--- config.mk ---
export PLATFORM = sky130hd
export DESIGN_NAME = rssc_top
export DESIGN_NICKNAME = d
export VERILOG_FILES = /design/src/design/rssc_pkg.sv /design/src/design/rssc_sticky.sv /design/src/design/rssc_top.sv /design/src/design/rssc_uv_filter.sv
export SDC_FILE = /design/constraint.sdc
export NUM_CORES = 1
export LEC_CHECK = 0
export ABC_AREA = 1
export BUFFER_PORTS_ARGS = -buffer_cell sky130_fd_sc_hd__buf_2
export CORE_MARGIN = 2
export CORE_UTILIZATION = 50
export CTS_BUF_LIST = sky130_fd_sc_hd__clkbuf_2
export DETAILED_ROUTE_END_ITERATION = 10
export PLACE_DENSITY = 0.77
export SLEW_MARGIN = 20
export SYNTH_ARGS = -nofsm -noshare
export SYNTH_HDL_FRONTEND = slang
export SYNTH_SLANG_ARGS = --single-unit
--- constraint.sdc ---
create_clock -name pclk -period 2.7 [get_ports pclk]
set_input_delay 0 -clock pclk [delete_from_list [all_inputs] [get_ports pclk]]
set_output_delay 0 -clock pclk [all_outputs]
set_load 0.02 [all_outputs]
--- src/design/rssc_pkg.sv ---
// Constants, register map and reset kinds of the reset source and state control.
// Assumes a 32-bit APB slave and an 8-bit core register view.
package rssc_pkg;

  // Register byte offsets
  localparam logic [7:0] OFF_UV_SEL = 8'h00;
  localparam logic [7:0] OFF_FLASH_CTRL = 8'h04;
  localparam logic [7:0] OFF_STATUS = 8'h08;
  localparam logic [7:0] OFF_RST_FLAG = 8'h0c;
  localparam logic [7:0] OFF_IRQ_STAT = 8'h10;
  localparam logic [7:0] OFF_IRQ_CLR = 8'h14;
  localparam logic [7:0] OFF_IRQ_EN = 8'h18;
  localparam logic [7:0] OFF_CORE_BASE = 8'h20;
  localparam logic [7:0] OFF_CORE_LAST = 8'h3c;

  // Undervoltage filter select
  localparam int UV_CODE_W = 2;
  localparam logic [1:0] UV_SEL_RESET = 2'h1;
  localparam int UV_CNT_W = 8;
  localparam logic [7:0] UV_LIM_CODE0 = 8'h08;
  localparam logic [7:0] UV_LIM_CODE1 = 8'h20;
  localparam logic [7:0] UV_LIM_CODE2 = 8'h40;
  localparam logic [7:0] UV_LIM_CODE3 = 8'h80;

  // Flash control reset key
  localparam logic [7:0] FLASH_RESET_KEY = 8'h55;

  // Status and reset flag register bits
  localparam int STAT_TO_BIT = 0;
  localparam int STAT_PD_BIT = 1;
  localparam int RST_BO_BIT = 0;

  // Interrupt bits
  localparam int IRQ_W = 3;
  localparam int IRQ_BO_BIT = 0;
  localparam int IRQ_WDT_BIT = 1;
  localparam int IRQ_FLASH_BIT = 2;

  // Core register view, one word each from OFF_CORE_BASE
  localparam int CORE_N = 8;
  localparam int CORE_IDX_W = 3;
  localparam int IDX_MP0 = 0;
  localparam int IDX_INDIRECT_ACCESS_ZERO = 1;
  localparam int IDX_INTERRUPT_CONTROL_ZERO = 2;
  localparam int IDX_PORTA = 3;
  localparam int IDX_PCL = 4;
  localparam int IDX_ACC = 5;
  localparam int IDX_TBLP = 6;
  localparam int IDX_SP = 7;
  localparam logic [7:0] STACK_TOP = 8'h07;
  localparam logic [7:0] CORE_ZERO = 8'h00;
  localparam logic [7:0] CORE_INIT [0:CORE_N-1] = '{
    8'h00, 8'h00, 8'h00, 8'hff, 8'h00, 8'h00, 8'h00, 8'h07
  };
  // Registers left untouched by a full reset (accumulator, table pointer)
  localparam logic [CORE_N-1:0] CORE_HOLD = 8'h60;

  typedef enum logic [2:0] {
    RSSC_RST_NONE,
    RSSC_RST_FLASH,
    RSSC_RST_PIN,
    RSSC_RST_PIN_LP,
    RSSC_RST_WDT_RUN,
    RSSC_RST_WDT_LP,
    RSSC_RST_BROWNOUT
  } rssc_rst_t;

endpackage : rssc_pkg

--- src/design/rssc_sticky.sv ---
// Sticky flag bank: set wins over clear.
// Assumes set and clear are single-cycle pulses on pclk.
`timescale 1ns/1ps
module rssc_sticky #(
  parameter int W = 1
) (
  // Clock and reset
  input wire logic pclk,
  input wire logic presetn,
  // Flag control
  input wire logic [W-1:0] set,
  input wire logic [W-1:0] clr,
  output logic [W-1:0] q
);

  logic [W-1:0] flag_ff;

  // Event in the clear cycle is kept
  always_ff @(posedge pclk or negedge presetn) begin
    if (!presetn) begin
      flag_ff <= '0;
    end else begin
      flag_ff <= set | (flag_ff & ~clr);
    end
  end

  assign q = flag_ff;

endmodule : rssc_sticky

--- src/design/rssc_top.sv ---
// Reset source and state control: reset sources, flags and core state.
// Assumes an APB master on pclk and synchronous event inputs.
//
// Our own choices: register access over APB and the register offsets.
`timescale 1ns/1ps
module rssc_top (
  // APB clock and reset
  input wire logic pclk,
  input wire logic presetn,
  // APB slave
  input wire logic psel,
  input wire logic penable,
  input wire logic pwrite,
  input wire logic [7:0] paddr,
  input wire logic [31:0] pwdata,
  output logic [31:0] prdata,
  output logic pready,
  output logic pslverr,
  // Reset sources
  input wire logic external_pin_clear,
  input wire logic watchdog_expire,
  input wire logic brownout_detector,
  input wire logic subclock_tick,
  // Core mode
  input wire logic low_power_mode,
  input wire logic enter_low_power,
  // Reset actions
  output logic core_reset,
  output logic wdt_timebase_clear,
  output logic timers_off,
  output logic ports_to_input,
  // Core state
  output logic [7:0] memory_pointer_zero,
  output logic [7:0] indirect_access_zero,
  output logic [7:0] interrupt_control_zero,
  output logic [7:0] port_a_data,
  output logic [7:0] program_counter_low,
  output logic [7:0] accumulator,
  output logic [7:0] table_pointer,
  output logic [7:0] stack_pointer,
  // Interrupt
  output logic irq
);

  rssc_pkg::rssc_rst_t kind;
  logic wr_acc;
  logic rd_setup;
  logic flash_hit;
  logic bo_fire;
  logic core_hit;
  logic [rssc_pkg::CORE_IDX_W-1:0] core_idx;
  logic mapped;
  logic full_init;
  logic [rssc_pkg::UV_CODE_W-1:0] undervolt_filter_select_ff;
  logic [7:0] flash_ctrl_one_ff;
  logic watchdog_timeout_flag_ff;
  logic powerdown_flag_ff;
  logic [rssc_pkg::IRQ_W-1:0] irq_en_ff;
  logic [rssc_pkg::IRQ_W-1:0] irq_set;
  logic [rssc_pkg::IRQ_W-1:0] irq_clr;
  logic [rssc_pkg::IRQ_W-1:0] irq_stat;
  logic brownout_flag;
  logic bo_flag_clr;
  logic [7:0] core_ff [0:rssc_pkg::CORE_N-1];
  logic [31:0] prdata_ff;
  logic [31:0] nxt_prdata;
  logic core_reset_ff;
  logic init_ff;

  // APB decode
  assign wr_acc = psel && penable && pwrite;
  assign rd_setup = psel && !penable && !pwrite;
  assign core_hit = (paddr >= rssc_pkg::OFF_CORE_BASE) && (paddr <= rssc_pkg::OFF_CORE_LAST)
                    && (paddr[1:0] == 2'h0);
  assign core_idx = paddr[4:2];
  assign mapped = core_hit
                  || (paddr == rssc_pkg::OFF_UV_SEL)
                  || (paddr == rssc_pkg::OFF_FLASH_CTRL)
                  || (paddr == rssc_pkg::OFF_STATUS)
                  || (paddr == rssc_pkg::OFF_RST_FLAG)
                  || (paddr == rssc_pkg::OFF_IRQ_STAT)
                  || (paddr == rssc_pkg::OFF_IRQ_CLR)
                  || (paddr == rssc_pkg::OFF_IRQ_EN);
  assign pready = 1'b1;
  assign pslverr = psel && penable && !mapped;
  assign prdata = prdata_ff;

  assign flash_hit = wr_acc && (paddr == rssc_pkg::OFF_FLASH_CTRL)
                     && (pwdata[7:0] == rssc_pkg::FLASH_RESET_KEY);

  rssc_uv_filter u_uv_filter (
    .pclk(pclk),
    .presetn(presetn),
    .undervolt(brownout_detector),
    .sub_tick(subclock_tick),
    .undervolt_duration_code(undervolt_filter_select_ff),
    .fire(bo_fire)
  );

  // Reset kind, whole-device sources first
  always_comb begin
    if (flash_hit) begin
      kind = rssc_pkg::RSSC_RST_FLASH;
    end else if (external_pin_clear) begin
      kind = low_power_mode ? rssc_pkg::RSSC_RST_PIN_LP : rssc_pkg::RSSC_RST_PIN;
    end else if (watchdog_expire) begin
      kind = low_power_mode ? rssc_pkg::RSSC_RST_WDT_LP : rssc_pkg::RSSC_RST_WDT_RUN;
    end else if (bo_fire) begin
      kind = rssc_pkg::RSSC_RST_BROWNOUT;
    end else begin
      kind = rssc_pkg::RSSC_RST_NONE;
    end
  end

  assign full_init = (kind == rssc_pkg::RSSC_RST_FLASH) || (kind == rssc_pkg::RSSC_RST_PIN)
                     || (kind == rssc_pkg::RSSC_RST_PIN_LP)
                     || (kind == rssc_pkg::RSSC_RST_WDT_RUN);

  always_ff @(posedge pclk or negedge presetn) begin
    if (!presetn) begin
      undervolt_filter_select_ff <= rssc_pkg::UV_SEL_RESET;
    end else if (kind == rssc_pkg::RSSC_RST_FLASH) begin
      undervolt_filter_select_ff <= rssc_pkg::UV_SEL_RESET;
    end else if (wr_acc && (paddr == rssc_pkg::OFF_UV_SEL)) begin
      undervolt_filter_select_ff <= pwdata[1:0];
    end
  end

  always_ff @(posedge pclk or negedge presetn) begin
    if (!presetn) begin
      flash_ctrl_one_ff <= 8'h00;
    end else if (wr_acc && (paddr == rssc_pkg::OFF_FLASH_CTRL)) begin
      flash_ctrl_one_ff <= pwdata[7:0];
    end
  end

  always_ff @(posedge pclk or negedge presetn) begin
    if (!presetn) begin
      watchdog_timeout_flag_ff <= 1'b0;
      powerdown_flag_ff <= 1'b0;
    end else begin
      unique case (kind)
        rssc_pkg::RSSC_RST_WDT_RUN: begin
          watchdog_timeout_flag_ff <= 1'b1;
        end
        rssc_pkg::RSSC_RST_WDT_LP: begin
          watchdog_timeout_flag_ff <= 1'b1;
          powerdown_flag_ff <= 1'b1;
        end
        rssc_pkg::RSSC_RST_PIN_LP: begin
          watchdog_timeout_flag_ff <= 1'b0;
          powerdown_flag_ff <= 1'b1;
        end
        rssc_pkg::RSSC_RST_PIN, rssc_pkg::RSSC_RST_BROWNOUT, rssc_pkg::RSSC_RST_FLASH: begin
        end
        rssc_pkg::RSSC_RST_NONE: begin
          if (enter_low_power) begin
            powerdown_flag_ff <= 1'b1;
          end
        end
      endcase
    end
  end

  // brownout flag, software zero write clears
  assign bo_flag_clr = wr_acc && (paddr == rssc_pkg::OFF_RST_FLAG)
                       && !pwdata[rssc_pkg::RST_BO_BIT];

  rssc_sticky #(.W(1)) u_bo_flag (
    .pclk(pclk),
    .presetn(presetn),
    .set(kind == rssc_pkg::RSSC_RST_BROWNOUT),
    .clr(bo_flag_clr),
    .q(brownout_flag)
  );

  // Interrupt status, clear and enable
  always_comb begin
    irq_set = '0;
    irq_set[rssc_pkg::IRQ_BO_BIT] = (kind == rssc_pkg::RSSC_RST_BROWNOUT);
    irq_set[rssc_pkg::IRQ_WDT_BIT] = (kind == rssc_pkg::RSSC_RST_WDT_RUN)
                                     || (kind == rssc_pkg::RSSC_RST_WDT_LP);
    irq_set[rssc_pkg::IRQ_FLASH_BIT] = (kind == rssc_pkg::RSSC_RST_FLASH);
  end

  assign irq_clr = (wr_acc && (paddr == rssc_pkg::OFF_IRQ_CLR)) ? pwdata[2:0] : '0;

  rssc_sticky #(.W(rssc_pkg::IRQ_W)) u_irq_stat (
    .pclk(pclk),
    .presetn(presetn),
    .set(irq_set),
    .clr(irq_clr),
    .q(irq_stat)
  );

  always_ff @(posedge pclk or negedge presetn) begin
    if (!presetn) begin
      irq_en_ff <= '0;
    end else if (wr_acc && (paddr == rssc_pkg::OFF_IRQ_EN)) begin
      irq_en_ff <= pwdata[2:0];
    end
  end

  assign irq = |(irq_stat & irq_en_ff);

  always_ff @(posedge pclk or negedge presetn) begin
    if (!presetn) begin
      for (int i = 0; i < rssc_pkg::CORE_N; i++) begin
        core_ff[i] <= rssc_pkg::CORE_INIT[i];
      end
    end else begin
      for (int i = 0; i < rssc_pkg::CORE_N; i++) begin
        // PC low cleared on any reset
        if (kind != rssc_pkg::RSSC_RST_NONE && i == rssc_pkg::IDX_PCL) begin
          core_ff[i] <= rssc_pkg::CORE_ZERO;
        // low-power watchdog clears only the stack pointer and PC low
        end else if (kind == rssc_pkg::RSSC_RST_WDT_LP && i == rssc_pkg::IDX_SP) begin
          core_ff[i] <= rssc_pkg::CORE_ZERO;
        // full reset reinitialises, holds kept ones
        end else if (full_init && !rssc_pkg::CORE_HOLD[i]) begin
          core_ff[i] <= rssc_pkg::CORE_INIT[i];
        end else if (kind == rssc_pkg::RSSC_RST_NONE && wr_acc && core_hit
                     && core_idx == i[2:0]) begin
          core_ff[i] <= pwdata[7:0];
        end
      end
    end
  end

  assign memory_pointer_zero = core_ff[rssc_pkg::IDX_MP0];
  assign indirect_access_zero = core_ff[rssc_pkg::IDX_INDIRECT_ACCESS_ZERO];
  assign interrupt_control_zero = core_ff[rssc_pkg::IDX_INTERRUPT_CONTROL_ZERO];
  assign port_a_data = core_ff[rssc_pkg::IDX_PORTA];
  assign program_counter_low = core_ff[rssc_pkg::IDX_PCL];
  assign accumulator = core_ff[rssc_pkg::IDX_ACC];
  assign table_pointer = core_ff[rssc_pkg::IDX_TBLP];
  assign stack_pointer = core_ff[rssc_pkg::IDX_SP];

  // init pulse after power-on release
  // Also issued on full resets so timers and ports match power-on
  always_ff @(posedge pclk or negedge presetn) begin
    if (!presetn) begin
      init_ff <= 1'b1;
      core_reset_ff <= 1'b0;
    end else begin
      init_ff <= full_init;
      core_reset_ff <= (kind != rssc_pkg::RSSC_RST_NONE);
    end
  end

  assign core_reset = core_reset_ff;
  assign wdt_timebase_clear = init_ff;
  assign timers_off = init_ff;
  assign ports_to_input = init_ff;

  // Read mux, captured in setup so prdata is a flop
  always_comb begin
    nxt_prdata = 32'h0000_0000;
    if (core_hit) begin
      nxt_prdata[7:0] = core_ff[core_idx];
    end else begin
      unique case (paddr)
        rssc_pkg::OFF_UV_SEL: nxt_prdata[1:0] = undervolt_filter_select_ff;
        rssc_pkg::OFF_FLASH_CTRL: nxt_prdata[7:0] = flash_ctrl_one_ff;
        rssc_pkg::OFF_STATUS: begin
          nxt_prdata[rssc_pkg::STAT_TO_BIT] = watchdog_timeout_flag_ff;
          nxt_prdata[rssc_pkg::STAT_PD_BIT] = powerdown_flag_ff;
        end
        rssc_pkg::OFF_RST_FLAG: nxt_prdata[rssc_pkg::RST_BO_BIT] = brownout_flag;
        rssc_pkg::OFF_IRQ_STAT: nxt_prdata[2:0] = irq_stat;
        rssc_pkg::OFF_IRQ_EN: nxt_prdata[2:0] = irq_en_ff;
        default: nxt_prdata = 32'h0000_0000;
      endcase
    end
  end

  always_ff @(posedge pclk or negedge presetn) begin
    if (!presetn) begin
      prdata_ff <= 32'h0000_0000;
    end else if (rd_setup) begin
      prdata_ff <= nxt_prdata;
    end
  end

endmodule : rssc_top

--- src/design/rssc_uv_filter.sv ---
// Undervoltage width filter counting subclock ticks.
// Assumes undervolt level and sub_tick pulses are synchronous to pclk.
`timescale 1ns/1ps
module rssc_uv_filter (
  // Clock and reset
  input wire logic pclk,
  input wire logic presetn,
  // Detector side
  input wire logic undervolt,
  input wire logic sub_tick,
  input wire logic [rssc_pkg::UV_CODE_W-1:0] undervolt_duration_code,
  // Reset request
  output logic fire
);

  logic [rssc_pkg::UV_CNT_W-1:0] cnt_ff;
  logic fired_ff;
  logic fire_ff;
  logic [rssc_pkg::UV_CNT_W-1:0] lim;
  logic [rssc_pkg::UV_CNT_W-1:0] nxt_cnt;

  always_comb begin
    unique case (undervolt_duration_code)
      2'h0: lim = rssc_pkg::UV_LIM_CODE0;
      2'h1: lim = rssc_pkg::UV_LIM_CODE1;
      2'h2: lim = rssc_pkg::UV_LIM_CODE2;
      2'h3: lim = rssc_pkg::UV_LIM_CODE3;
    endcase
  end

  assign nxt_cnt = cnt_ff + 8'h01;

  // fire only after full width
  // Tick phase makes the real width N-1 to N subclock periods
  always_ff @(posedge pclk or negedge presetn) begin
    if (!presetn) begin
      cnt_ff <= '0;
      fired_ff <= 1'b0;
      fire_ff <= 1'b0;
    end else begin
      fire_ff <= 1'b0;
      if (!undervolt) begin
        cnt_ff <= '0;
        fired_ff <= 1'b0;
      end else if (sub_tick && !fired_ff) begin
        cnt_ff <= nxt_cnt;
        if (nxt_cnt >= lim) begin
          fire_ff <= 1'b1;
          fired_ff <= 1'b1;
        end
      end
    end
  end

  assign fire = fire_ff;

endmodule : rssc_uv_filter

Yosys cells after proc, flatten, opt, wreduce, memory -nomap -nowiden
Cells that the tools add are included.
Storage, ports and cells
  register bits: 103
  bits in latches: 0
  RAM bits: 0
  memory bits (read-only): 0
  bits of input ports: 51
  output and inout port bits: 103
  logic and storage cells: 164
  memories kept: 0
Operators by class
  $add $sub $neg: 1
  multiply operators: 0
  divide/modulo/power cells: 0
  magnitude comparators: 4
  eq/ne operators: 26
  shift-type cells: 0
  multiplexer cells: 43
  bitwise logic cells: 8
  reduce and logical (&&, ||, !) cells: 61
Operators with widths (number)
  8-bit two-way mux: 19
  8-bit case mux with 4 select lines: 1
  1-bit logical AND: 25
  8-bit binary-select mux with 3-bit select: 1
  8-bit by 5-bit == test with 1-bit output (second input constant): 3
  3-bit == test (second input constant): 7
  8-bit by 4-bit == test with 1-bit output (second input constant): 2
  3-bit two-way mux: 5
  2-bit nonzero test: 7
  3-bit by 2-bit == test with 1-bit output (second input constant): 4
  1-bit logical OR: 11
  1-bit two-way mux: 9
  3-bit nonzero test: 3
  8-bit by 1-bit adder with 8-bit output (second input constant): 1
  8-bit by 3-bit == test with 1-bit output (second input constant): 1
  8-bit by 7-bit == test with 1-bit output (second input constant): 1
  8-bit by 6-bit >= comparator with 1-bit output (second input constant): 1
  8-bit >= comparator: 1
  8-bit by 6-bit less-or-equal comparator with 1-bit output (second input constant): 1
  8-bit zero test: 1
  3-bit bitwise AND: 2
  3-bit by 1-bit == test with 1-bit output (second input constant): 2
  3-bit zero test: 2
  1-bit case mux with 6 select lines: 1
  other kinds (21): 32

Depth between registers and ports, before layout
Gate-level depths: netlist of the first run.
  depth after elaboration: 12
  depth in mapped cells: 14
  mapped depth without buffers: 14

By module
A second synthesis of the first run with hierarchy kept.
Second synthesis, totals
  cell total of the unflattened synthesis: 709
  area total of the unflattened synthesis: 5729.2 um^2
Modules (own cells, without submodules)
  rssc_top: instances 1, cells each 608, area each 4943.5 um^2, seq. area each 2243.4 um^2
  rssc_uv_filter: instances 1, cells each 81, area each 625.6 um^2, seq. area each 250.2 um^2
  rssc_sticky (u_irq_stat): instances 1, cells each 15, area each 120.1 um^2, seq. area each 75.1 um^2
  rssc_sticky (u_bo_flag): instances 1, cells each 5, area each 40.0 um^2, seq. area each 25.0 um^2

Least setup slack after synthesis of the first run
Ideal clock, no wire load.
  kind: reg2reg
  start point: register u_uv_filter.cnt_ff[0] (netlist bit)
  end point: register u_uv_filter.fired_ff
  setup time: 128 ps
  data arrival time: 1789 ps
  data required time: 2572 ps
  setup slack: 783 ps
  stages on the path, launching flop included: 14
  cell sequence: dfrtp_1 > ha_1 > nand2_1 > inv_1 > nand2_1 > nor2_1 > xor2_1 > inv_1 > ha_1 > nand2_1 > nor2_1 > and3_1 > o21ai_0 > nand2_1
Between the ends
  longest elaborated chain between the ends: 4
Ends and longest elaborated chain
  start: declaration: RTL line rssc_uv_filter.sv:16  | logic [rssc_pkg::UV_CNT_W-1:0] cnt_ff;
  start signal: assignment: RTL line rssc_uv_filter.sv:46  | cnt_ff <= nxt_cnt;
  8-bit by 1-bit adder with 8-bit output: RTL line rssc_uv_filter.sv:31  | assign nxt_cnt = cnt_ff + 8'h01;
  8-bit >= comparator: RTL line rssc_uv_filter.sv:47  | if (nxt_cnt >= lim) begin
  2-bit by 1-bit != test with 1-bit output (no line)
  2-bit AND reduction (no line)
  end signal: assignment: RTL line rssc_uv_filter.sv:38  | fired_ff <= 1'b0;
  end signal: assignment: RTL line rssc_uv_filter.sv:44  | fired_ff <= 1'b0;
  end signal: assignment: RTL line rssc_uv_filter.sv:49  | fired_ff <= 1'b1;
  end: declaration: RTL line rssc_uv_filter.sv:17  | logic fired_ff;
No other way between the ends.
A chain may end at the register's enable or synchronous reset.

Worst setup path after layout of the first run
  start point: input penable
  end point: register u_bo_flag.flag_ff (netlist: u_bo_flag.q)
Between the ends
  longest elaborated chain between the ends: 7
Ends and longest elaborated chain
  start: declaration: RTL line rssc_top.sv:12  | input wire logic penable,
  1-bit logical AND * (2 in a row): RTL line rssc_top.sv:71  | assign wr_acc = psel && penable && pwrite;
  1-bit logical AND (on tied branches): RTL line rssc_top.sv:88, rssc_top.sv:166
  1-bit logical AND (on tied branches): RTL line rssc_top.sv:89, rssc_top.sv:167
  3-bit two-way mux or 1-bit NOT (tied branches): RTL line rssc_top.sv:102, rssc_sticky.sv:23
  3-bit == test or 1-bit bitwise AND (tied branches): RTL line rssc_top.sv:172, rssc_sticky.sv:23
  1-bit bitwise OR *: RTL line rssc_sticky.sv:23  | flag_ff <= set | (flag_ff & ~clr);
  end signal: assignment: RTL line rssc_sticky.sv:23
  end: declaration: RTL line rssc_sticky.sv:16  | logic [W-1:0] flag_ff;
Every way passes the cells marked *; elsewhere a longest branch is shown, timed or not.

==> results.md, run 1 <==
- Status: completed
- Maximum clock path buffer count: 2
- Post-synth cell types: 40
- Die X: 110 µm
- Reg2Reg Capture Point: u_bo_flag.q$_DFF_PN0_
- CTS tree: built
- Share of total power in combinational logic: 15.8%
- Worst path most repeated cell: dlygate4sd3_1
- Die area: 12100 µm²
- Post-DR wirelength/cell: 17.1 µm
- Clk pwr share: 28.1%
- Endpoint type of the worst setup path: flip-flop
- H-tree depth: 3
- Mean Syn Cell Area: 8.05 µm²
- Top cells by area, synth: dfrtp_1, nand2_1, nand3_1
- Slowest-stage cell, CP: dlygate4sd3_1
- Worst path arrival time: 3.10 ns
- Largest net degree at the start of global routing: 60
- Vias in the first global route: 5132
- Fill cell count: 977
- Hold WC Path Type: in2reg
- Max_slew headroom: 63.3%
- CTS Buf Count: 9
- Largest stage delay on the critical path: 0.67 ns
- Setup TNS Final: 0 ns
- Final slew viol count: 0
- Crit path buf inv count: 5
- Reg2reg path depth: 6
- Int Pwr: 0.00204 W
- Final wirelength: 17000 µm
- Initial Util: 51.5%
- Initial antenna violation count: 0
- Ports: 154
- Synth-to-Final Area Change: 19.8%
- ANT cells: 0
- Total Nets Final: 902
- Site row count: 38
- Post-synthesis sequential area ratio: 46.0%
- PwrDens: 432 nW/µm²
- F_max: 382 MHz
- Setup violators final: 0
- Worst Max-Slew Pin Slew: 0.548 ns
- Area share of the largest cell type after synthesis: 40.0%
- Share of the clock period used by the worst path: 96.9%
- Startpoint Class: input pin
- Detail Placement HPWL: 12400 µm
- Max Cap Violations: 0
- Drt first pass iters: 6
- Reg2Reg Setup Slack: 0.41 ns
- # DRC: 0
- Ys flop type: dfrtp_1
- CTS Root Cell: clkbuf_2
- 1st-iter DRT viols: 532
- CP top delay family: buffers and inverters
- Leakage power: 3.61 nW
- Post-synth EDFFs: 0
- Mean number of vias per cell: 5.62
- P_sw: 0.000878 W
- Most common cell in the netlist: nand2_1
- Fraction of layout cells with a size suffix above 1: 20.2%
- Clk_lat worst skew: 0.57 ns
- Net switching fraction of the power: 30.1%
- Post-Syn Instances: 700
- Routability Congestion: 0.950
- Ys Warns: 0
- GRT Total Usage: 28.7%
- Global-route wire length before repair: 26500 µm
- CTS sink cnt: 103
- Clock Skews: 0.0373 ns
- Die H: 110 µm
- Hold Path Sink: port_a_data[5]$_DFFE_PN1P_
- Post-CTS Setup Bufs: 0
- Sequential share of power: 56.2%
- Final min period: 2.62 ns
- Reg2Reg Launch Point: u_uv_filter.fire$_DFF_PN0_
- Flops & latches, synth: 103
- Worst-path clk slew: 0.29 ns
- Netlist Area Pre-Place: 5640 µm²
- HP Start: paddr[2]
- Unrepaired setup endpoints after global routing: no
- Vias: 5565
- Hold path depth: 5
- Core area: 10900 µm²
- CP max FO: 9
- Maximum VDD drop: 0.384 mV
- Required @ worst endpoint: 3.19 ns
- CP Cell Sequence: dlygate4sd3_1 > buf_2 > nand2_1 > nor2_4 > dlygate4sd3_1 > nand3_4 > nand4_1 > dlygate4sd3_1 > nand2_1 > dlygate4sd3_1
- Overflow after GRT: 0
- Top cells by instance count after synthesis: nand2_1, nand3_1, dfrtp_1
- Hold Fails Final Rpt: 0
- WS Path Type: in2reg
- Asr flop ratio synth: 100%
- DRT antenna net count: 0
- Area leader, netlist: dfrtp_1
- Worst hold margin: 0.0106 ns
- Port Buffers: 104
[layout make-up]
type / count / area (µm²) / share of cell area [%]
well taps: 140 / 175 / 2.59
clock inverters: 7 / 87.6 / 1.30
multi-input cells: 507 / 2560 / 37.9
clock buffers: 9 / 45.0 / 0.667
repair buffers: 152 / 1010 / 15.0
inverters: 73 / 279 / 4.13
flip-flops and latches: 103 / 2590 / 38.4
[worst min-delay path, stage by stage]
cell and delay, ns:
buf_2 0.14, nand2_1 0.13, nor2_1 0.15, nand3_1 0.12, nand3_1 0.07
[metal layers]
metal  vias up  global-route usage [%]  share of wire [%]
met3        42                    6.11                 10
met1      2629                    39.0                 40
met5         -                       0                  0
li1       2556                       -                  -
met4         0                    8.48                2.1
met2       338                    46.4                 47
[power groups by stage]
stage	Combinational, W	Sequential (W)	Clock [W]
6_report	0.000460	0.00164	0.000819
5_1_grt	0.000502	0.00164	0.000887
4_1_cts	0.000453	0.00164	0.000815
3_5_place_dp	0.000412	0.00166	0
3_3_place_gp	0.000401	0.00166	0
2_1_floorplan	0.000239	0.00169	0
[what timing repair did]
action / 4_1_cts / 5_1_grt
hold endpoints to repair: 192 / 1
hold buffers: 41 / 2
endpoints found under the setup margin: 0 / 1
gates resized for setup: 0 / 1
[sequential cells by signal (all words and copies together), names as in the netlist]
register	flops
accumulator	8
core_reset	1
flash_ctrl_one_ff	8
indirect_access_zero	8
interrupt_control_zero	8
irq_en_ff	3
memory_pointer_zero	8
port_a_data	8
ports_to_input	1
powerdown_flag_ff	1
prdata	8
program_counter_low	8
stack_pointer	8
table_pointer	8
u_bo_flag.q	1
u_irq_stat.q	3
u_uv_filter.cnt_ff	8
u_uv_filter.fire	1
u_uv_filter.fired_ff	1
undervolt_filter_select_ff	2
watchdog_timeout_flag_ff	1
[cell usage in the layout, fill, tap and decap left out, types with 13 or more instances in the layout]
cell / synthesis / final
a21oi_1: 25 / 25
buf_2: 0 / 103
conb_1: 2 / 25
dfrtp_1: 90 / 90
dfstp_2: 13 / 13
dlygate4sd3_1: 0 / 42
inv_1: 63 / 63
nand2_1: 207 / 207
nand3_1: 92 / 92
nand4_1: 16 / 16
nor2_1: 32 / 32
o21ai_0: 28 / 28
o21ai_1: 17 / 17
[stage by stage]
step	cells	setup slack, ns	util [%]	instance area (µm²)	total power, W
3_3_place_gp	932	0.597	56.5	6170	0.00206
6_report	991	0.0835	61.8	6750	0.00292
3_5_place_dp	932	0.475	56.5	6170	0.00207
2_1_floorplan	723	0.783	-	5720	0.00193
4_1_cts	989	0.0306	61.5	6730	0.00290
5_1_grt	991	0.0204	61.8	6750	0.00303
[how the worst max path moves through the flow]
| stage | startpoint | end | slack (ns) | cells past startpoint |
|---|---|---|---|---|
| after floorplan | u_uv_filter.cnt_ff[0]$_DFFE_PN0P_ | u_uv_filter.fired_ff$_DFFE_PN0P_ | 0.78 | 13 |
| after global routing | penable | u_bo_flag.q$_DFF_PN0_ | 0.02 | 10 |
| after detailed placement | u_uv_filter.cnt_ff[1]$_DFFE_PN0P_ | u_uv_filter.fired_ff$_DFFE_PN0P_ | 0.48 | 13 |
| after CTS | penable | u_bo_flag.q$_DFF_PN0_ | 0.03 | 10 |
| final | penable | u_bo_flag.q$_DFF_PN0_ | 0.08 | 10 |
| after global placement | u_uv_filter.cnt_ff[0]$_DFFE_PN0P_ | u_uv_filter.fired_ff$_DFFE_PN0P_ | 0.60 | 13 |
[kinds of logic (layout without fill, tap and decap cells)]
group | Yosys count | in the layout | synth area share, %
AO/OA/AOI/OAI | 99 | 99 | 10.2
XOR/XNOR | 2 | 2 | 0.311
adder cells (fa/ha/maj) | 5 | 5 | 1.11
buffers and inverters | 113 | 241 | 10.2
flip-flops | 103 | 103 | 46.0
other | 2 | 25 | 0.133
AND/OR/NAND/NOR | 376 | 376 | 32.0
Power figures use the tool's default switching activity.
==> inputs of run 2 (changes only) <==
--- a/config.mk
+++ b/config.mk
@@ -7,11 +7,13 @@
 export LEC_CHECK = 0
 export ABC_AREA = 1
 export BUFFER_PORTS_ARGS = -buffer_cell sky130_fd_sc_hd__buf_2
+export CELL_PAD_IN_SITES_DETAIL_PLACEMENT = 2
+export CELL_PAD_IN_SITES_GLOBAL_PLACEMENT = 2
 export CORE_MARGIN = 2
-export CORE_UTILIZATION = 50
+export CORE_UTILIZATION = 31
 export CTS_BUF_LIST = sky130_fd_sc_hd__clkbuf_2
 export DETAILED_ROUTE_END_ITERATION = 10
-export PLACE_DENSITY = 0.77
+export PLACE_DENSITY_LB_ADDON = 0.1
 export SLEW_MARGIN = 20
 export SYNTH_ARGS = -nofsm -noshare
 export SYNTH_HDL_FRONTEND = slang
==> constraint.sdc (replaced) <==
create_clock -name pclk -period 2.7 [get_ports pclk]
set_input_delay 0 -clock pclk [delete_from_list [all_inputs] [get_ports pclk]]
set_output_delay 0 -clock pclk [all_outputs]
set_load 0.05 [all_outputs]
==> results.md, run 2 (synthesized netlist as in run 1, its figures left out) <==
- Ports: 154 (unchanged)
- WS Path Type: in2reg
- Instance count on the critical path: 11 (+1)
- CP Cell Sequence: dlygate4sd3_1 > buf_2 > nand2_1 > nor2_2 > nand3_4 > nor2_4 > nor2_2 > nand2_1 > dlygate4sd3_1 > nand2_1 > dlygate4sd3_1
- Fill cell count: 2101 (+120%)
- Reg2Reg Setup Slack: 0.29 ns (-0.12 ns)
- Worst-path clk slew: 0.29 ns (about the same)
- Overflow after GRT: 0 (unchanged)
- Leakage power: 3.59 nW (-0.59%)
- Clock Skews: 0.0505 ns (+0.0132 ns)
- Die H: 139 µm (+26%)
- Clk_lat worst skew: 0.63 ns (+0.06 ns)
- Endpoint type of the worst setup path: flip-flop
- Hold Path Sink: u_uv_filter.fired_ff$_DFFE_PN0P_
- Final wirelength: 21800 µm (+28%)
- Max_slew headroom: 61.0% (-2.3 points)
- Initial Util: 31.5% (-20 points)
- Largest net degree at the start of global routing: 61 (+1.7%)
- Worst path arrival time: 3.17 ns (+0.07 ns)
- Vias in the first global route: 6086 (+19%)
- GRT Total Usage: 23.6% (-5.1 points)
- Post-DR wirelength/cell: 20.1 µm (+17%)
- Vias: 5493 (-1.3%)
- Reg2reg path depth: 6 (unchanged)
- Most common cell after layout, fill and taps aside: nand2_1
- Detail Placement HPWL: 16100 µm (+30%)
- Worst Max-Slew Pin Slew: 0.582 ns (+0.0345 ns)
- Max Cap Violations: 0 (unchanged)
- Setup TNS Final: 0 ns (unchanged)
- CTS Root Cell: clkbuf_2
- Status: completed
- Leading cell types in the layout, fill and taps excluded: nand2_1, buf_2, nand3_1, dfrtp_1, inv_1
- Unrepaired setup endpoints after global routing: no
- Hold path depth: 4 (-1)
- Synth-to-Final Area Change: 21.9%
- CTS sink cnt: 103 (unchanged)
- Largest stage delay on the critical path: 0.58 ns (-0.09 ns)
- Reg2Reg Launch Point: u_uv_filter.fire$_DFF_PN0_
- Startpoint Class: input pin
- Design Area, Final: 6870 µm² (+1.7%)
- Final min period: 2.61 ns (-0.00597 ns)
- CTS Buf Count: 9 (unchanged)
- Maximum VDD drop: 0.190 mV (-51%)
- Post-CTS Setup Bufs: 0 (unchanged)
- Reg2Reg Capture Point: u_bo_flag.q$_DFF_PN0_
- Slowest-stage cell, CP: dlygate4sd3_1
- HP Start: brownout_detector
- Total Nets Final: 907 (+0.55%)
- Fraction of layout cells with a size suffix above 1: 20.6% (+0.35 points)
- Share of the clock period used by the worst path: 96.7% (-0.22 points)
- PwrDens: 427 nW/µm² (-1.3%)
- Crit path buf inv count: 4 (-1)
- Site row count: 49 (+29%)
- 1st-iter DRT viols: 168 (-68%)
- Die area: 19300 µm² (+59%)
- Mean number of vias per cell: 5.06 (-9.9%)
- Setup violators final: 0 (unchanged)
- Global-route wire length before repair: 35700 µm (+34%)
- Routability Congestion: 0.854 (-10%)
- Required @ worst endpoint: 3.26 ns (+0.07 ns)
- Hold WC Path Type: in2reg
- DRT antenna net count: 0 (unchanged)
- # DRC: 0 (unchanged)
- Initial antenna violation count: 1 (+1)
- CP max FO: 17 (+8)
- Hold Fails Final Rpt: 0 (unchanged)
- Die X: 139 µm (+26%)
- CTS tree: built
- Core area: 17900 µm² (+64%)
- F_max: 383 MHz (+0.23%)
- CP top delay family: buffers and inverters
- Maximum clock path buffer count: 2 (unchanged)
- Cell Area, Placed: 6290 µm² (+1.9%)
- Port Buffers: 104 (unchanged)
- H-tree depth: 3 (unchanged)
- Drt first pass iters: 4 (-2)
- Final slew viol count: 0 (unchanged)
==> run 2: cell types whose count changed in the layout (fill, tap and decap cells not counted), moves of 2 or more <==
| cell | previous run | this run |
|---|---|---|
| clkbuf_2 | 9 | 12 |
| nor2_2 | 4 | 6 |
| bufinv_16 | 2 | 0 |
| clkinv_1 | 5 | 3 |
| dlygate4sd3_1 | 42 | 46 |
==> run 2: per-layer routing <==
layer	track usage, %	wire, µm	up-vias
li1	-	-	2553
met1	32.1	10000	2790
met2	39.8	10600	121
met3	2.59	743	29
met4	6.80	405	0
met5	0	0	-
==> run 2: final cells by class <==
type | instances | area, µm² | share of cell area, %
sequential | 103 | 2590 | 37.8
multi-input combinational | 507 | 2560 | 37.2
timing repair buffer | 157 | 1070 | 15.6
tap | 229 | 287 | 4.17
inverter | 73 | 279 | 4.06
clock buffer | 12 | 60.1 | 0.874
clock inverter | 4 | 23.8 | 0.346
antenna | 1 | 2.50 | 0.0364
==> run 2: tightest hold or removal path: stages <==
cell and delay [ns]:
dlygate4sd3_1 0.53, buf_2 0.15, nand2_1 0.06, nand2_1 0.05
==> run 2: how the worst max path moves through the flow <==
| stage | end | from |
|---|---|---|
| 2_1_floorplan | u_uv_filter.fired_ff$_DFFE_PN0P_ | u_uv_filter.cnt_ff[0]$_DFFE_PN0P_ |
| 4_1_cts | program_counter_low[6]$_DFFE_PN0P_ | paddr[1] |
| 3_5_place_dp | u_uv_filter.fired_ff$_DFFE_PN0P_ | u_uv_filter.cnt_ff[0]$_DFFE_PN0P_ |
| 3_3_place_gp | u_uv_filter.fired_ff$_DFFE_PN0P_ | u_uv_filter.cnt_ff[0]$_DFFE_PN0P_ |
| 5_1_grt | program_counter_low[6]$_DFFE_PN0P_ | penable |
| 6_report | watchdog_timeout_flag_ff$_DFFE_PN0P_ | penable |
==> run 2: power breakdown <==
part | internal, W | switching, W | leakage, nW
clock | 0.000127 | 0.000549 | 0.0556
sequential | 0.00160 | 0.0000420 | 1.34
combinational | 0.000146 | 0.000468 | 2.19
total | 0.00187 | 0.00106 | 3.59
==> run 2: timing repair <==
item / CTS / global route
gates resized for setup: 0 / 1
hold buffers: 47 / 0
setup endpoints to repair: 0 / 1
hold endpoints to repair: 198 / 0
==> run 2: through the flow <==
stage | power [W] | setup slack [ns] | std cells | utilization [%] | hold slack [ns]
2_1_floorplan | 0.00206 | 0.783 | 723 | - | -0.296
3_3_place_gp | 0.00222 | 0.526 | 1022 | 35.2 | 0.0651
3_5_place_dp | 0.00223 | 0.450 | 1022 | 35.2 | 0.0697
4_1_cts | 0.00297 | 0.154 | 1085 | 38.3 | 0.110
5_1_grt | 0.00308 | 0.00755 | 1086 | 38.4 | 0.140
6_report | 0.00293 | 0.0895 | 1086 | 38.4 | 0.170
==> inputs of run 3 (changes only) <==
--- a/config.mk
+++ b/config.mk
@@ -10,7 +10,7 @@
 export CELL_PAD_IN_SITES_DETAIL_PLACEMENT = 2
 export CELL_PAD_IN_SITES_GLOBAL_PLACEMENT = 2
 export CORE_MARGIN = 2
-export CORE_UTILIZATION = 31
+export CORE_UTILIZATION = 33
 export CTS_BUF_LIST = sky130_fd_sc_hd__clkbuf_2
 export DETAILED_ROUTE_END_ITERATION = 10
 export PLACE_DENSITY_LB_ADDON = 0.1
==> constraint.sdc (replaced) <==
create_clock -name pclk -period 3.4 [get_ports pclk]
set_input_delay 0 -clock pclk [delete_from_list [all_inputs] [get_ports pclk]]
set_output_delay 0 -clock pclk [all_outputs]
set_load 0.05 [all_outputs]
==> results.md, run 3 (synthesized netlist as in run 1, its figures left out) <==
- CTS Buf Count: 9 (unchanged)
- Worst-path clk slew: 0.30 ns (about the same)
- Cell Count Post-Placement: 1012 (-0.98%)
- CTS tree: built
- Setup violators final: 0 (unchanged)
- Die H: 135 µm (-3.0%)
- GRT Total Usage: 25.8% (+2.3 points)
- Overflow after GRT: 0 (unchanged)
- Most common cell after layout, fill and taps aside: nand2_1
- Met1 WL: 9800 µm (-2.3%)
- Largest net degree at the start of global routing: 84 (+38%)
- Worst Max-Slew Pin Slew: 0.820 ns (+0.238 ns)
- Max_slew headroom: 45.3% (-16 points)
- Non-filler cells, final: 1078 (-0.74%)
- PwrDens: 351 nW/µm² (-18%)
- Fill cell count: 1955 (-6.9%)
- H-tree depth: 3 (unchanged)
- Max Cap Violations: 0 (unchanged)
- Endpoint type of the worst setup path: flip-flop
- Final Util: 41.3% (+2.9 points)
- WL met2: 11300 µm (+6.5%)
- Final min period: 3.19 ns
- Setup TNS Final: 0 ns (unchanged)
- Multi-input logic area: 2560 µm² (unchanged)
- HP Start: brownout_detector
- Required @ worst endpoint: 4.02 ns (+0.76 ns)
- Total Nets Final: 908 (+0.11%)
- Detail Placement HPWL: 16000 µm (-0.73%)
- Leading cell types in the layout, fill and taps excluded: nand2_1, buf_2, nand3_1, dfrtp_1, inv_1
- Drt first pass iters: 4 (unchanged)
- Total power: 0.00241 W (-18%)
- Unrepaired setup endpoints after global routing: no
- Clk_lat worst skew: 0.65 ns (+0.02 ns)
- Share of the clock period used by the worst path: 93.7%
- CTS Root Cell: clkbuf_2
- Hold Fails Final Rpt: 0 (unchanged)
- Startpoint Class: input pin
- Leakage power: 3.61 nW (+0.35%)
- Maximum VDD drop: 0.155 mV (-18%)
- Synth-to-Final Area Change: 21.9% (about the same)
- Port Buffers: 104 (unchanged)
- F_max: 314 MHz
- Clock Skews: 0.0401 ns (-0.0104 ns)
- Top sig layer: met4
- Initial Util: 33.9% (+2.4 points)
- Ports: 154 (unchanged)
- Site row count: 47 (-4.1%)
- DRT antenna net count: 0 (unchanged)
- # DRC: 0 (unchanged)
- Die area: 18100 µm² (-5.9%)
- Vias: 5536 (+0.78%)
- Core area: 16600 µm² (-7.0%)
- WS Path Type: in2reg
- Fraction of layout cells with a size suffix above 1: 20.4% (-0.14 points)
- Register Area: 2590 µm² (unchanged)
- Reg2Reg Launch Point: u_uv_filter.cnt_ff[0]$_DFFE_PN0P_
- Die X: 135 µm (-3.0%)
- Met3 wire len: 966 µm (+30%)
- Final slew viol count: 0 (unchanged)
- Post-DR wirelength/cell: 20.8 µm (+3.8%)
- Worst path arrival time: 3.80 ns (+0.63 ns)
- Vias in the first global route: 6139 (+0.87%)
- 1st-iter DRT viols: 244 (+45%)
- Mean number of vias per cell: 5.14 (+1.5%)
- CP max FO: 23 (+6)
- Initial antenna violation count: 1 (unchanged)
- CTS sink cnt: 103 (unchanged)
- Worst hold margin: 0.168 ns (-0.00200 ns)
- Hold WC Path Type: in2reg
- Final wirelength: 22400 µm (+3.0%)
- Status: completed
- Global-route wire length before repair: 35600 µm (about the same)
- Worst setup startpoint: paddr[2]
- Post-CTS Setup Bufs: 0 (unchanged)
- Maximum clock path buffer count: 2 (unchanged)
- Routability Congestion: 0.853 (-0.12%)
## run 3: cell types whose count changed in the layout (fill, tap and decap cells not counted)
cell,delta
dlygate4sd3_1,+3
buf_12,-1
buf_16,-1
buf_4,-1
buf_6,+1
bufinv_16,+1
clkbuf_2,-1
clkinv_1,-1
clkinv_2,+1
clkinvlp_4,-1
inv_6,+1
## run 3: path summary, 6_finish.rpt
check                                                            end  slack, ns  cells after the start
min                                u_uv_filter.cnt_ff[7]$_DFFE_PN0P_       0.17                      4
max reg2reg                         u_uv_filter.fired_ff$_DFFE_PN0P_       0.63                     14
min reg2reg                                    prdata[0]$_DFFE_PN0P_       0.53                      2
min in group asynchronous                  u_irq_stat.q[2]$_DFF_PN0_       0.50                      3
max in group asynchronous                   ports_to_input$_DFF_PN1_       2.00                      4
max                        undervolt_filter_select_ff[0]$_DFFE_PN1P_       0.21                     13
## run 3: final cells by class
class / instances / area share, %
Timing Repair Buffer: 158 / 15.3
Clock inverter: 5 / 0.819
Multi-Input combinational cell: 507 / 37.2
Tap cell: 220 / 4.01
Antenna cell: 1 / 0.0364
Clock buffer: 11 / 0.801
Sequential cell: 103 / 37.7
Inverter: 73 / 4.06
## run 3: worst max-delay path, cell delays in order
cell and delay (ns):
dlygate4sd3_1 0.54, buf_2 0.17, nor2_1 0.10, dlygate4sd3_1 0.55
buf_4 0.31, inv_1 0.28, nor2_2 0.27, nand2_1 0.10
nand2_1 0.15, nand2_1 0.07, dlygate4sd3_1 0.57, o21ai_0 0.09
dlygate4sd3_1 0.58
## run 3: per-stage QoR
stage	cell area, µm²	worst slack [ns]
final	6870	0.213
after global routing	6870	0.0343
after floorplan	5720	1.48
after global placement	6260	1.19
after detailed placement	6260	1.12
after CTS	6850	0.334
## run 3: routing by layer
metal / vias up / global-route usage, %
li1: 2556 / -
met1: 2822 / 34.2
met2: 133 / 44.4
met3: 25 / 2.85
met4: 0 / 7.78
met5: - / 0
## run 3: power by group
group | leakage, nW | switching (W) | internal, W
logic | 2.19 | 0.000374 | 0.000112
clock network | 0.0723 | 0.000445 | 0.000176
registers | 1.34 | 0.0000328 | 0.00127
total | 3.61 | 0.000853 | 0.00156
## run 3: what timing repair did
item	4_1_cts	5_1_grt
resized for setup	0	1
setup endpoints to repair	0	2
hold buffers	48	1
endpoints found under the hold margin	173	9
